**src/rtl/int_event_pkg.sv**
```systemverilog
package int_event_pkg;
    // Sizes of the node set
    localparam int NUM_SRC = 27;
    localparam int NUM_EXT = 8;
    localparam int NUM_CHAN = 8;
    localparam int IDX_W = 5;
    localparam int LVL_W = 4;
    localparam int CH_W = 3;
    localparam int ADDR_W = 8;
    localparam int DATA_W = 16;

    // Register map (index = address)
    localparam logic [7:0] SRC_BASE = 8'h00;
    localparam logic [7:0] CH_CTRL_BASE = 8'h20;
    localparam logic [7:0] CH_SRC_BASE = 8'h28;
    localparam logic [7:0] CH_DST_BASE = 8'h30;
    localparam logic [7:0] EDGE_CFG_ADDR = 8'h38;
    localparam logic [7:0] STATUS_ADDR = 8'h39;

    // Source control field positions
    localparam int F_LVL = 0;
    localparam int F_CHAN = 4;
    localparam int F_USECH = 7;
    localparam int F_IE = 8;
    localparam int F_IR = 9;
    // Channel control field positions
    localparam int F_COUNT = 0;
    localparam int F_BYTE = 8;
    localparam int F_INCDST = 9;
    localparam int F_CONT = 10;

    // Edge select codes
    localparam logic [1:0] EDGE_OFF = 2'h0;
    localparam logic [1:0] EDGE_RISE = 2'h1;
    localparam logic [1:0] EDGE_FALL = 2'h2;
    localparam logic [1:0] EDGE_BOTH = 2'h3;

    localparam logic [15:0] PTR_STEP_BYTE = 16'h0001;
    localparam logic [15:0] PTR_STEP_WORD = 16'h0002;
    localparam logic [7:0] COUNT_ONE = 8'h01;
    localparam logic [DATA_W-1:0] RESET_WORD = 16'h0000;
    localparam logic [1:0] VEC_SHIFT_PAD = 2'h0;

    // Trap number of each node; vector address is trap number times four
    localparam logic [7:0] TRAP_NUM [NUM_SRC] = '{
        8'h18, 8'h19, 8'h1A, 8'h1B, 8'h1C, 8'h1D, 8'h1E, 8'h1F,
        8'h22, 8'h23, 8'h24, 8'h25, 8'h26, 8'h27, 8'h28, 8'h29,
        8'h2A, 8'h47, 8'h2B, 8'h2C, 8'h2D, 8'h2E, 8'h2F, 8'h40,
        8'h41, 8'h42, 8'h43};

    typedef enum logic [1:0] {ST_IDLE, ST_IRQ, ST_XFER} svc_state_t;

    typedef struct packed {
        logic ir;
        logic ie;
        logic use_chan;
        logic [CH_W-1:0] chan;
        logic [LVL_W-1:0] lvl;
    } src_ctrl_t;

    typedef struct packed {
        logic cont;
        logic inc_dst;
        logic byte_mode;
        logic [7:0] count;
        logic [15:0] src_ptr;
        logic [15:0] dst_ptr;
    } chan_t;

    typedef struct packed {
        logic [15:0] src_addr;
        logic [15:0] dst_addr;
        logic byte_mode;
    } xfer_t;

    typedef struct packed {
        logic [9:0] vector;
        logic [LVL_W-1:0] lvl;
        logic trap;
    } irq_t;
endpackage

```
**src/rtl/edge_detect.sv**
```systemverilog
`timescale 1ns/1ps
`default_nettype none
module edge_detect
    import int_event_pkg::*;
(
    input wire logic clk,
    input wire logic rst_b,
    input wire logic [NUM_EXT-1:0] pin,
    input wire logic [2*NUM_EXT-1:0] cfg,
    output logic [NUM_EXT-1:0] pulse
);
    logic [NUM_EXT-1:0] prev_q;

    // One detector per fast input; pins are already in the clock domain
    for (genvar i = 0; i < NUM_EXT; i++) begin : g_edge
        logic rise;
        logic fall;
        assign rise = pin[i] & ~prev_q[i];
        assign fall = ~pin[i] & prev_q[i];
        always_ff @(posedge clk or negedge rst_b) begin
            if (!rst_b) begin
                prev_q[i] <= 1'b0;
                pulse[i] <= 1'b0;
            end else begin
                prev_q[i] <= pin[i];
                unique case (cfg[2*i +: 2])
                    EDGE_OFF: pulse[i] <= 1'b0;
                    EDGE_RISE: pulse[i] <= rise;
                    EDGE_FALL: pulse[i] <= fall;
                    EDGE_BOTH: pulse[i] <= rise | fall;
                endcase
            end
        end
    end
endmodule
`default_nettype wire

```
**src/rtl/prio_arbiter.sv**
```systemverilog
`timescale 1ns/1ps
`default_nettype none
module prio_arbiter
    import int_event_pkg::*;
(
    input wire logic [NUM_SRC-1:0] req,
    input wire logic [NUM_SRC-1:0][LVL_W-1:0] lvl,
    output logic win_valid,
    output logic [IDX_W-1:0] win_idx,
    output logic [LVL_W-1:0] win_lvl
);
    // Scan from the top so the lowest node index wins a tie
    always_comb begin
        win_valid = 1'b0;
        win_idx = '0;
        win_lvl = '0;
        for (int i = NUM_SRC - 1; i >= 0; i--) begin
            if (req[i] && (!win_valid || lvl[i] >= win_lvl)) begin
                win_valid = 1'b1;
                win_idx = IDX_W'(i);
                win_lvl = lvl[i];
            end
        end
    end
endmodule
`default_nettype wire

```
**src/rtl/int_event_unit.sv**
```systemverilog
// Added by the designer: the register addresses and strobed register access.
`timescale 1ns/1ps
`default_nettype none
module int_event_unit
    import int_event_pkg::*;
(
    input wire logic clk,
    input wire logic rst_b,
    input wire logic [ADDR_W-1:0] addr,
    input wire logic [DATA_W-1:0] wdata,
    input wire logic wr,
    input wire logic rd,
    output logic [DATA_W-1:0] rdata,
    input wire logic [NUM_EXT-1:0] ext_pin,
    input wire logic [NUM_SRC-1:0] src_evt,
    input wire logic [LVL_W-1:0] cpu_level,
    input wire logic hw_trap_active,
    input wire logic trap_req,
    input wire logic [7:0] trap_num,
    input wire logic cpu_ack,
    output logic irq_req,
    output irq_t irq_info,
    output logic xfer_go,
    output xfer_t xfer_info
);
    src_ctrl_t [NUM_SRC-1:0] src_q;
    chan_t [NUM_CHAN-1:0] chan_q;
    logic [2*NUM_EXT-1:0] edge_cfg_q;
    svc_state_t state_q;
    logic [IDX_W-1:0] svc_idx_q;
    logic [CH_W-1:0] svc_chan_q;
    logic trap_pend_q;
    logic [7:0] trap_num_q;

    logic [NUM_EXT-1:0] ext_pulse;
    logic [NUM_SRC-1:0] hw_set;
    logic [NUM_SRC-1:0] pend;
    logic [NUM_SRC-1:0][LVL_W-1:0] lvls;
    logic win_valid;
    logic [IDX_W-1:0] win_idx;
    logic [LVL_W-1:0] win_lvl;
    src_ctrl_t win_src;
    chan_t win_chan;
    logic win_to_chan;
    logic take_irq;
    logic take_xfer;
    logic clear_svc;

    edge_detect u_edge (
        .clk(clk),
        .rst_b(rst_b),
        .pin(ext_pin),
        .cfg(edge_cfg_q),
        .pulse(ext_pulse)
    );

    // Fast external inputs feed the first eight nodes
    assign hw_set = src_evt | {{(NUM_SRC - NUM_EXT){1'b0}}, ext_pulse};

    // Enabled pending requests and their levels
    for (genvar i = 0; i < NUM_SRC; i++) begin : g_pend
        assign pend[i] = src_q[i].ir & src_q[i].ie;
        assign lvls[i] = src_q[i].lvl;
    end

    prio_arbiter u_arb (
        .req(pend),
        .lvl(lvls),
        .win_valid(win_valid),
        .win_idx(win_idx),
        .win_lvl(win_lvl)
    );

    // Routing of the winner; an exhausted channel falls back to its vector
    assign win_src = src_q[win_idx];
    assign win_chan = chan_q[win_src.chan];
    assign win_to_chan = win_src.use_chan
        & (win_chan.cont | (win_chan.count != '0));
    // Hardware traps hold off every request; level must beat the CPU's own
    assign take_irq = (state_q == ST_IDLE) & !hw_trap_active & !trap_pend_q
        & win_valid & (win_lvl > cpu_level) & !win_to_chan;
    assign take_xfer = (state_q == ST_IDLE) & !hw_trap_active & !trap_pend_q
        & win_valid & (win_lvl > cpu_level) & win_to_chan;
    // Flag clears when the CPU takes the vector or the transfer is done
    assign clear_svc = ((state_q == ST_IRQ) & cpu_ack & !irq_info.trap)
        | (state_q == ST_XFER);

    // Source control registers; a hardware event beats any clear
    for (genvar i = 0; i < NUM_SRC; i++) begin : g_src
        logic wr_hit;
        logic svc_hit;
        assign wr_hit = wr & (addr == SRC_BASE + 8'(i));
        assign svc_hit = clear_svc & (svc_idx_q == IDX_W'(i));
        always_ff @(posedge clk or negedge rst_b) begin
            if (!rst_b) begin
                src_q[i] <= '0;
            end else begin
                if (wr_hit) begin
                    src_q[i].lvl <= wdata[F_LVL +: LVL_W];
                    src_q[i].chan <= wdata[F_CHAN +: CH_W];
                    src_q[i].use_chan <= wdata[F_USECH];
                    src_q[i].ie <= wdata[F_IE];
                end
                if (hw_set[i]) begin
                    src_q[i].ir <= 1'b1;
                end else if (wr_hit) begin
                    src_q[i].ir <= wdata[F_IR];
                end else if (svc_hit) begin
                    src_q[i].ir <= 1'b0;
                end
            end
        end
    end

    // Channel registers; software writes and the engine's own update
    for (genvar c = 0; c < NUM_CHAN; c++) begin : g_chan
        logic svc_hit;
        logic [15:0] step;
        assign svc_hit = (state_q == ST_XFER) & (svc_chan_q == CH_W'(c));
        assign step = chan_q[c].byte_mode ? PTR_STEP_BYTE : PTR_STEP_WORD;
        always_ff @(posedge clk or negedge rst_b) begin
            if (!rst_b) begin
                chan_q[c] <= '0;
            end else if (wr && addr == CH_CTRL_BASE + 8'(c)) begin
                chan_q[c].count <= wdata[F_COUNT +: 8];
                chan_q[c].byte_mode <= wdata[F_BYTE];
                chan_q[c].inc_dst <= wdata[F_INCDST];
                chan_q[c].cont <= wdata[F_CONT];
            end else if (wr && addr == CH_SRC_BASE + 8'(c)) begin
                chan_q[c].src_ptr <= wdata;
            end else if (wr && addr == CH_DST_BASE + 8'(c)) begin
                chan_q[c].dst_ptr <= wdata;
            end else if (svc_hit) begin
                if (chan_q[c].inc_dst) begin
                    chan_q[c].dst_ptr <= chan_q[c].dst_ptr + step;
                end else begin
                    chan_q[c].src_ptr <= chan_q[c].src_ptr + step;
                end
                if (!chan_q[c].cont) begin
                    chan_q[c].count <= chan_q[c].count - COUNT_ONE;
                end
            end
        end
    end

    // Edge selection register
    always_ff @(posedge clk or negedge rst_b) begin
        if (!rst_b) begin
            edge_cfg_q <= '0;
        end else if (wr && addr == EDGE_CFG_ADDR) begin
            edge_cfg_q <= wdata;
        end
    end

    // Trap instruction is latched until the controller is free
    always_ff @(posedge clk or negedge rst_b) begin
        if (!rst_b) begin
            trap_pend_q <= 1'b0;
            trap_num_q <= '0;
        end else if (trap_req) begin
            trap_pend_q <= 1'b1;
            trap_num_q <= trap_num;
        end else if (state_q == ST_IDLE && !hw_trap_active) begin
            trap_pend_q <= 1'b0;
        end
    end

    // Service sequencer: one decision cycle keeps response inside budget
    always_ff @(posedge clk or negedge rst_b) begin
        if (!rst_b) begin
            state_q <= ST_IDLE;
            svc_idx_q <= '0;
            svc_chan_q <= '0;
            irq_req <= 1'b0;
            irq_info <= '0;
            xfer_go <= 1'b0;
            xfer_info <= '0;
        end else begin
            xfer_go <= 1'b0;
            unique case (state_q)
                ST_IDLE: begin
                    if (trap_pend_q && !hw_trap_active) begin
                        irq_req <= 1'b1;
                        irq_info.vector <= {trap_num_q, VEC_SHIFT_PAD};
                        irq_info.lvl <= cpu_level;
                        irq_info.trap <= 1'b1;
                        state_q <= ST_IRQ;
                    end else if (take_irq) begin
                        irq_req <= 1'b1;
                        irq_info.vector <= {TRAP_NUM[win_idx], VEC_SHIFT_PAD};
                        irq_info.lvl <= win_lvl;
                        irq_info.trap <= 1'b0;
                        svc_idx_q <= win_idx;
                        state_q <= ST_IRQ;
                    end else if (take_xfer) begin
                        xfer_go <= 1'b1;
                        xfer_info.src_addr <= win_chan.src_ptr;
                        xfer_info.dst_addr <= win_chan.dst_ptr;
                        xfer_info.byte_mode <= win_chan.byte_mode;
                        svc_idx_q <= win_idx;
                        svc_chan_q <= win_src.chan;
                        state_q <= ST_XFER;
                    end
                end
                ST_IRQ: begin
                    if (cpu_ack) begin
                        irq_req <= 1'b0;
                        state_q <= ST_IDLE;
                    end
                end
                ST_XFER: begin
                    // Pointer and count update happen in this cycle
                    state_q <= ST_IDLE;
                end
            endcase
        end
    end

    // Read port: data stand in the cycle after the strobe
    always_ff @(posedge clk or negedge rst_b) begin
        if (!rst_b) begin
            rdata <= RESET_WORD;
        end else if (rd) begin
            rdata <= RESET_WORD;
            if (addr < SRC_BASE + 8'(NUM_SRC)) begin
                rdata[F_LVL +: LVL_W] <= src_q[addr[IDX_W-1:0]].lvl;
                rdata[F_CHAN +: CH_W] <= src_q[addr[IDX_W-1:0]].chan;
                rdata[F_USECH] <= src_q[addr[IDX_W-1:0]].use_chan;
                rdata[F_IE] <= src_q[addr[IDX_W-1:0]].ie;
                rdata[F_IR] <= src_q[addr[IDX_W-1:0]].ir;
            end else if (addr >= CH_CTRL_BASE && addr < CH_SRC_BASE) begin
                rdata[F_COUNT +: 8] <= chan_q[addr[CH_W-1:0]].count;
                rdata[F_BYTE] <= chan_q[addr[CH_W-1:0]].byte_mode;
                rdata[F_INCDST] <= chan_q[addr[CH_W-1:0]].inc_dst;
                rdata[F_CONT] <= chan_q[addr[CH_W-1:0]].cont;
            end else if (addr >= CH_SRC_BASE && addr < CH_DST_BASE) begin
                rdata <= chan_q[addr[CH_W-1:0]].src_ptr;
            end else if (addr >= CH_DST_BASE && addr < EDGE_CFG_ADDR) begin
                rdata <= chan_q[addr[CH_W-1:0]].dst_ptr;
            end else if (addr == EDGE_CFG_ADDR) begin
                rdata <= edge_cfg_q;
            end else if (addr == STATUS_ADDR) begin
                rdata[1:0] <= state_q;
                rdata[2 +: IDX_W] <= svc_idx_q;
            end
        end
    end
endmodule
`default_nettype wire

```
**config.mk**
```make
export PLATFORM = sky130hd
export DESIGN_NAME = int_event_unit
export DESIGN_NICKNAME = d
export VERILOG_FILES = /design/src/rtl/int_event_pkg.sv /design/src/rtl/edge_detect.sv /design/src/rtl/prio_arbiter.sv /design/src/rtl/int_event_unit.sv
export SDC_FILE = /design/constraint.sdc
export NUM_CORES = 2
export LEC_CHECK = 0
export ABC_AREA = 1
export BUFFER_PORTS_ARGS = -buffer_cell sky130_fd_sc_hd__buf_2
export CELL_PAD_IN_SITES_DETAIL_PLACEMENT = 1
export CELL_PAD_IN_SITES_GLOBAL_PLACEMENT = 1
export CORE_MARGIN = 2
export CORE_UTILIZATION = 51
export DETAILED_ROUTE_END_ITERATION = 8
export PLACE_DENSITY = 0.92
export SLEW_MARGIN = 15
export SYNTH_ARGS = -nofsm -noshare
export SYNTH_HDL_FRONTEND = slang
export SYNTH_HIERARCHICAL = 1
export SYNTH_SLANG_ARGS = --single-unit
```
**constraint.sdc**
```tcl
create_clock -name clk -period 44.4 [get_ports clk]
set_input_delay 4.44 -clock clk [delete_from_list [all_inputs] [get_ports clk]]
set_output_delay 4.44 -clock clk [all_outputs]
set_load 0.02 [all_outputs]
```
==> key figures <==
Run status
  • Status: complete, but fails checks
  • Violated checks: capacitance limit, slew limit

Worst setup path
  • Crit-path max FO: 57
  • Top cell by count, worst path: nand2_1
  • Worst reg2reg path depth: 266
  • CP Capture Type: flip-flop
  • Worst EP arrival: 38.85 ns
  • CP Class: reg2reg
  • Max incr delay on CP: 0.89 ns
  • Worst Path Required: 44.96 ns
  • FF-to-FF setup slack: 6.11 ns
  • Slowest CP cell: nand3_2
  • Setup crit start kind: flip-flop

Timing
  • Final Max Slew Viols: 1
  • Setup TNS: 0 ns
  • Setup clock skew after layout: 0.0388 ns
  • Fin. Hold Viols: 0
  • RSZ-0062 raised after global routing: false
  • Hold Slack: 0.466 ns
  • Slew headroom: -1.53%
  • Final setup fails: 0
  • FMAX: 26.1 MHz
  • Period utilisation layout: 86.2%
  • Fin crit period: 38.29 ns
  • Worst-Margin Slew: 1.50 ns

Worst hold path
  • Cells on Worst Hold Path: 2
  • Hold Crit Class: reg2reg

Layout
  • Proportion of layout cells with a drive suffix above 1: 8.31%
  • Multi-input logic area: 0.0259 mm²
  • Syn-to-layout area delta: 8.75%
  • Fillcell total: 12200
  • Most frequent cells in the layout: nand2_1 (1307), o21ai_0 (1122), inv_1 (754), dfrtp_1 (729), nor2_1 (413)
  • Sequential cell area: 0.0182 mm²
  • Final net count: 6899
  • Non-Filler Instances: 7993
  • Commonest non-fill, non-tap cell in the layout: nand2_1
  • Design area: 0.0531 mm²

Logic synthesis
  • Largest area contributor in the netlist: dfrtp_1
  • Mean Syn Cell Area: 7.27 µm²
  • Post-synthesis register bit count: 729
  • EDFF count, synth: 0
  • Post-synthesis async set-or-reset flop share: 100%
  • Leading post-synthesis cells by cell area: dfrtp_1 (37%), o21ai_0 (12%), nand2_1 (10%), inv_1 (5.8%), ha_1 (3.9%)
  • Top_reg_cell synth: dfrtp_1
  • Cells after synthesis: 6713
  • Synth cell types: 68
  • Yosys top cell area share: 37.4%
  • Ys Warns: 6
  • Synthesized area: 0.0488 mm²
  • Sequential element share of the synthesized area: 37.4%

Detailed routing
  • Initial drt markers: 6937
  • Drc violations: 0
  • Drt pass-1 iters: 6
  • Via/cell ratio: 6.75
  • Antenna-violating nets left: 0
  • Routed WL: 227000 µm
  • DR vias: 54000
  • WL/cell: 28.3 µm

Global routing
  • Gr usage total: 45.5%
  • First-pass GRT wire length: 340000 µm
  • Vias in the first global route: 55000
  • Initial antenna violation count: 20
  • Largest net degree at the start of global routing: 174
  • Gr ovfl total: 0
  • Most crowded layer after global routing: met2
  • Routing usage on met2: 67.4%
  • Met1 Use GR: 54.7%
  • Met3 usage: 13.8%

Clock tree
  • CTS H-Tree Depth: 3
  • Post-CTS Setup Inserts: 0
  • Resized Gates After CTS: 0
  • CTS max path bufs: 3
  • CTS clk-pin slew, worst paths: 0.06 ns
  • CTS tree: done
  • Clock Sinks: 729
  • # hold bufs at CTS: 0
  • Clock Latency Late Sink: 0.67 ns
  • Clock root buffer: clkbuf_16
  • CTS Buf Count: 82

Placed design
  • Hpwl dp: 154000 µm
  • DP Cell Count: 7829
  • Port bufs: 141
  • Placed Area: 0.0503 mm²
  • GPL Wtd Cong: 1.01

Floorplanning
  • Row count: 113
  • Die width: 313 µm
  • Die Ht: 313 µm
  • Core box area: 0.0949 mm²
  • I/O pin count: 144
  • Die Area: 0.0982 mm²
  • Initial core utilization: 51.5%

Job
  • Max-cap violations: 1
path summary, 6_finish.rpt:
path	from	to
min in group asynchronous	rst_b	xfer_info[13]$_DFFE_PN0P_
hold reg to reg	irq_req$_DFFE_PN0P_	irq_req$_DFFE_PN0P_
max in group asynchronous	rst_b	lvls[22]$_DFFE_PN0P_
hold / removal	irq_req$_DFFE_PN0P_	irq_req$_DFFE_PN0P_
setup reg to reg	src_q[269]$_DFFE_PN0P_	irq_info[13]$_DFFE_PN0P_
setup / recovery	src_q[269]$_DFFE_PN0P_	irq_info[13]$_DFFE_PN0P_
cell usage after synthesis, types with 48 or more instances:
| master | n |
|---|---|
| a31oi_1 | 55 |
| nor2_1 | 418 |
| a211oi_1 | 48 |
| inv_1 | 759 |
| nand2_2 | 52 |
| a21oi_1 | 347 |
| nor3_1 | 89 |
| clkbuf_1 | 264 |
| a22oi_1 | 81 |
| buf_2 | 65 |
| xor2_1 | 157 |
| dfrtp_1 | 729 |
| inv_2 | 54 |
| nand3_1 | 268 |
| o21ai_0 | 1124 |
| o22ai_1 | 163 |
| o211ai_1 | 138 |
| nand2_1 | 1310 |
| ha_1 | 153 |
registers in the layout (all words and copies together) (netlist names), 2 cells and up:
| register | count |
|---|---|
| rdata | 16 |
| edge_cfg_q | 16 |
| chan_q | 344 |
| lvls | 108 |
| state_q | 2 |
| src_q | 162 |
| svc_chan_q | 3 |
| xfer_info | 33 |
| trap_num_q | 8 |
| u_edge/pulse | 8 |
| svc_idx_q | 5 |
| irq_info | 13 |
| u_edge/prev_q | 8 |
logic make-up after synthesis:
kind of cell | Yosys count | share of synthesized area [%]
simple gates | 2298 | 20.2
compound gates | 2150 | 25.3
buf+inv | 1206 | 9.71
flops | 729 | 37.4
fa+ha+maj | 169 | 4.58
xor+xnor | 159 | 2.85
other cells | 1 | 0.00768
mux | 1 | 0.0205
through the flow:
step,setup slack (ns),util [%]
final,6.11,56.0
after global routing,2.00,55.9
after CTS,7.05,55.8
after detailed placement,7.36,53.0
after global placement,9.43,53.0
after floorplan,14.49,-
area by class of cell:
class	count	area share, %
flip-flops and latches	729	34.4
well taps	1265	2.98
clock buffers	119	4.49
clock inverters	28	0.636
repair buffers	234	2.77
diodes	13	0.0613
multi-input cells	4779	48.8
inverters	826	5.85
per-layer routing:
| layer | wire [µm] | share of wire [%] | vias up |
|---|---|---|---|
| li1 | - | - | 22700 |
| met1 | 81000 | 36 | 26400 |
| met4 | 22300 | 9.8 | 14 |
| met5 | 96 | 0.042 | - |
| met2 | 96200 | 42 | 3620 |
| met3 | 26900 | 12 | 1238 |
worst max-delay path: cells and delay by family, from the launching register on:
family	cells	cell delay, ns
AO/OA/AOI/OAI	79	12.19
adder cells (fa/ha/maj)	26	7.40
buffers and inverters	33	3.37
flip-flops	1	0.38
AND/OR/NAND/NOR	128	14.63
Power is left out: the tool's default activity adds up to more than one toggle a clock period on the data nets, which glitch-free logic cannot reach.
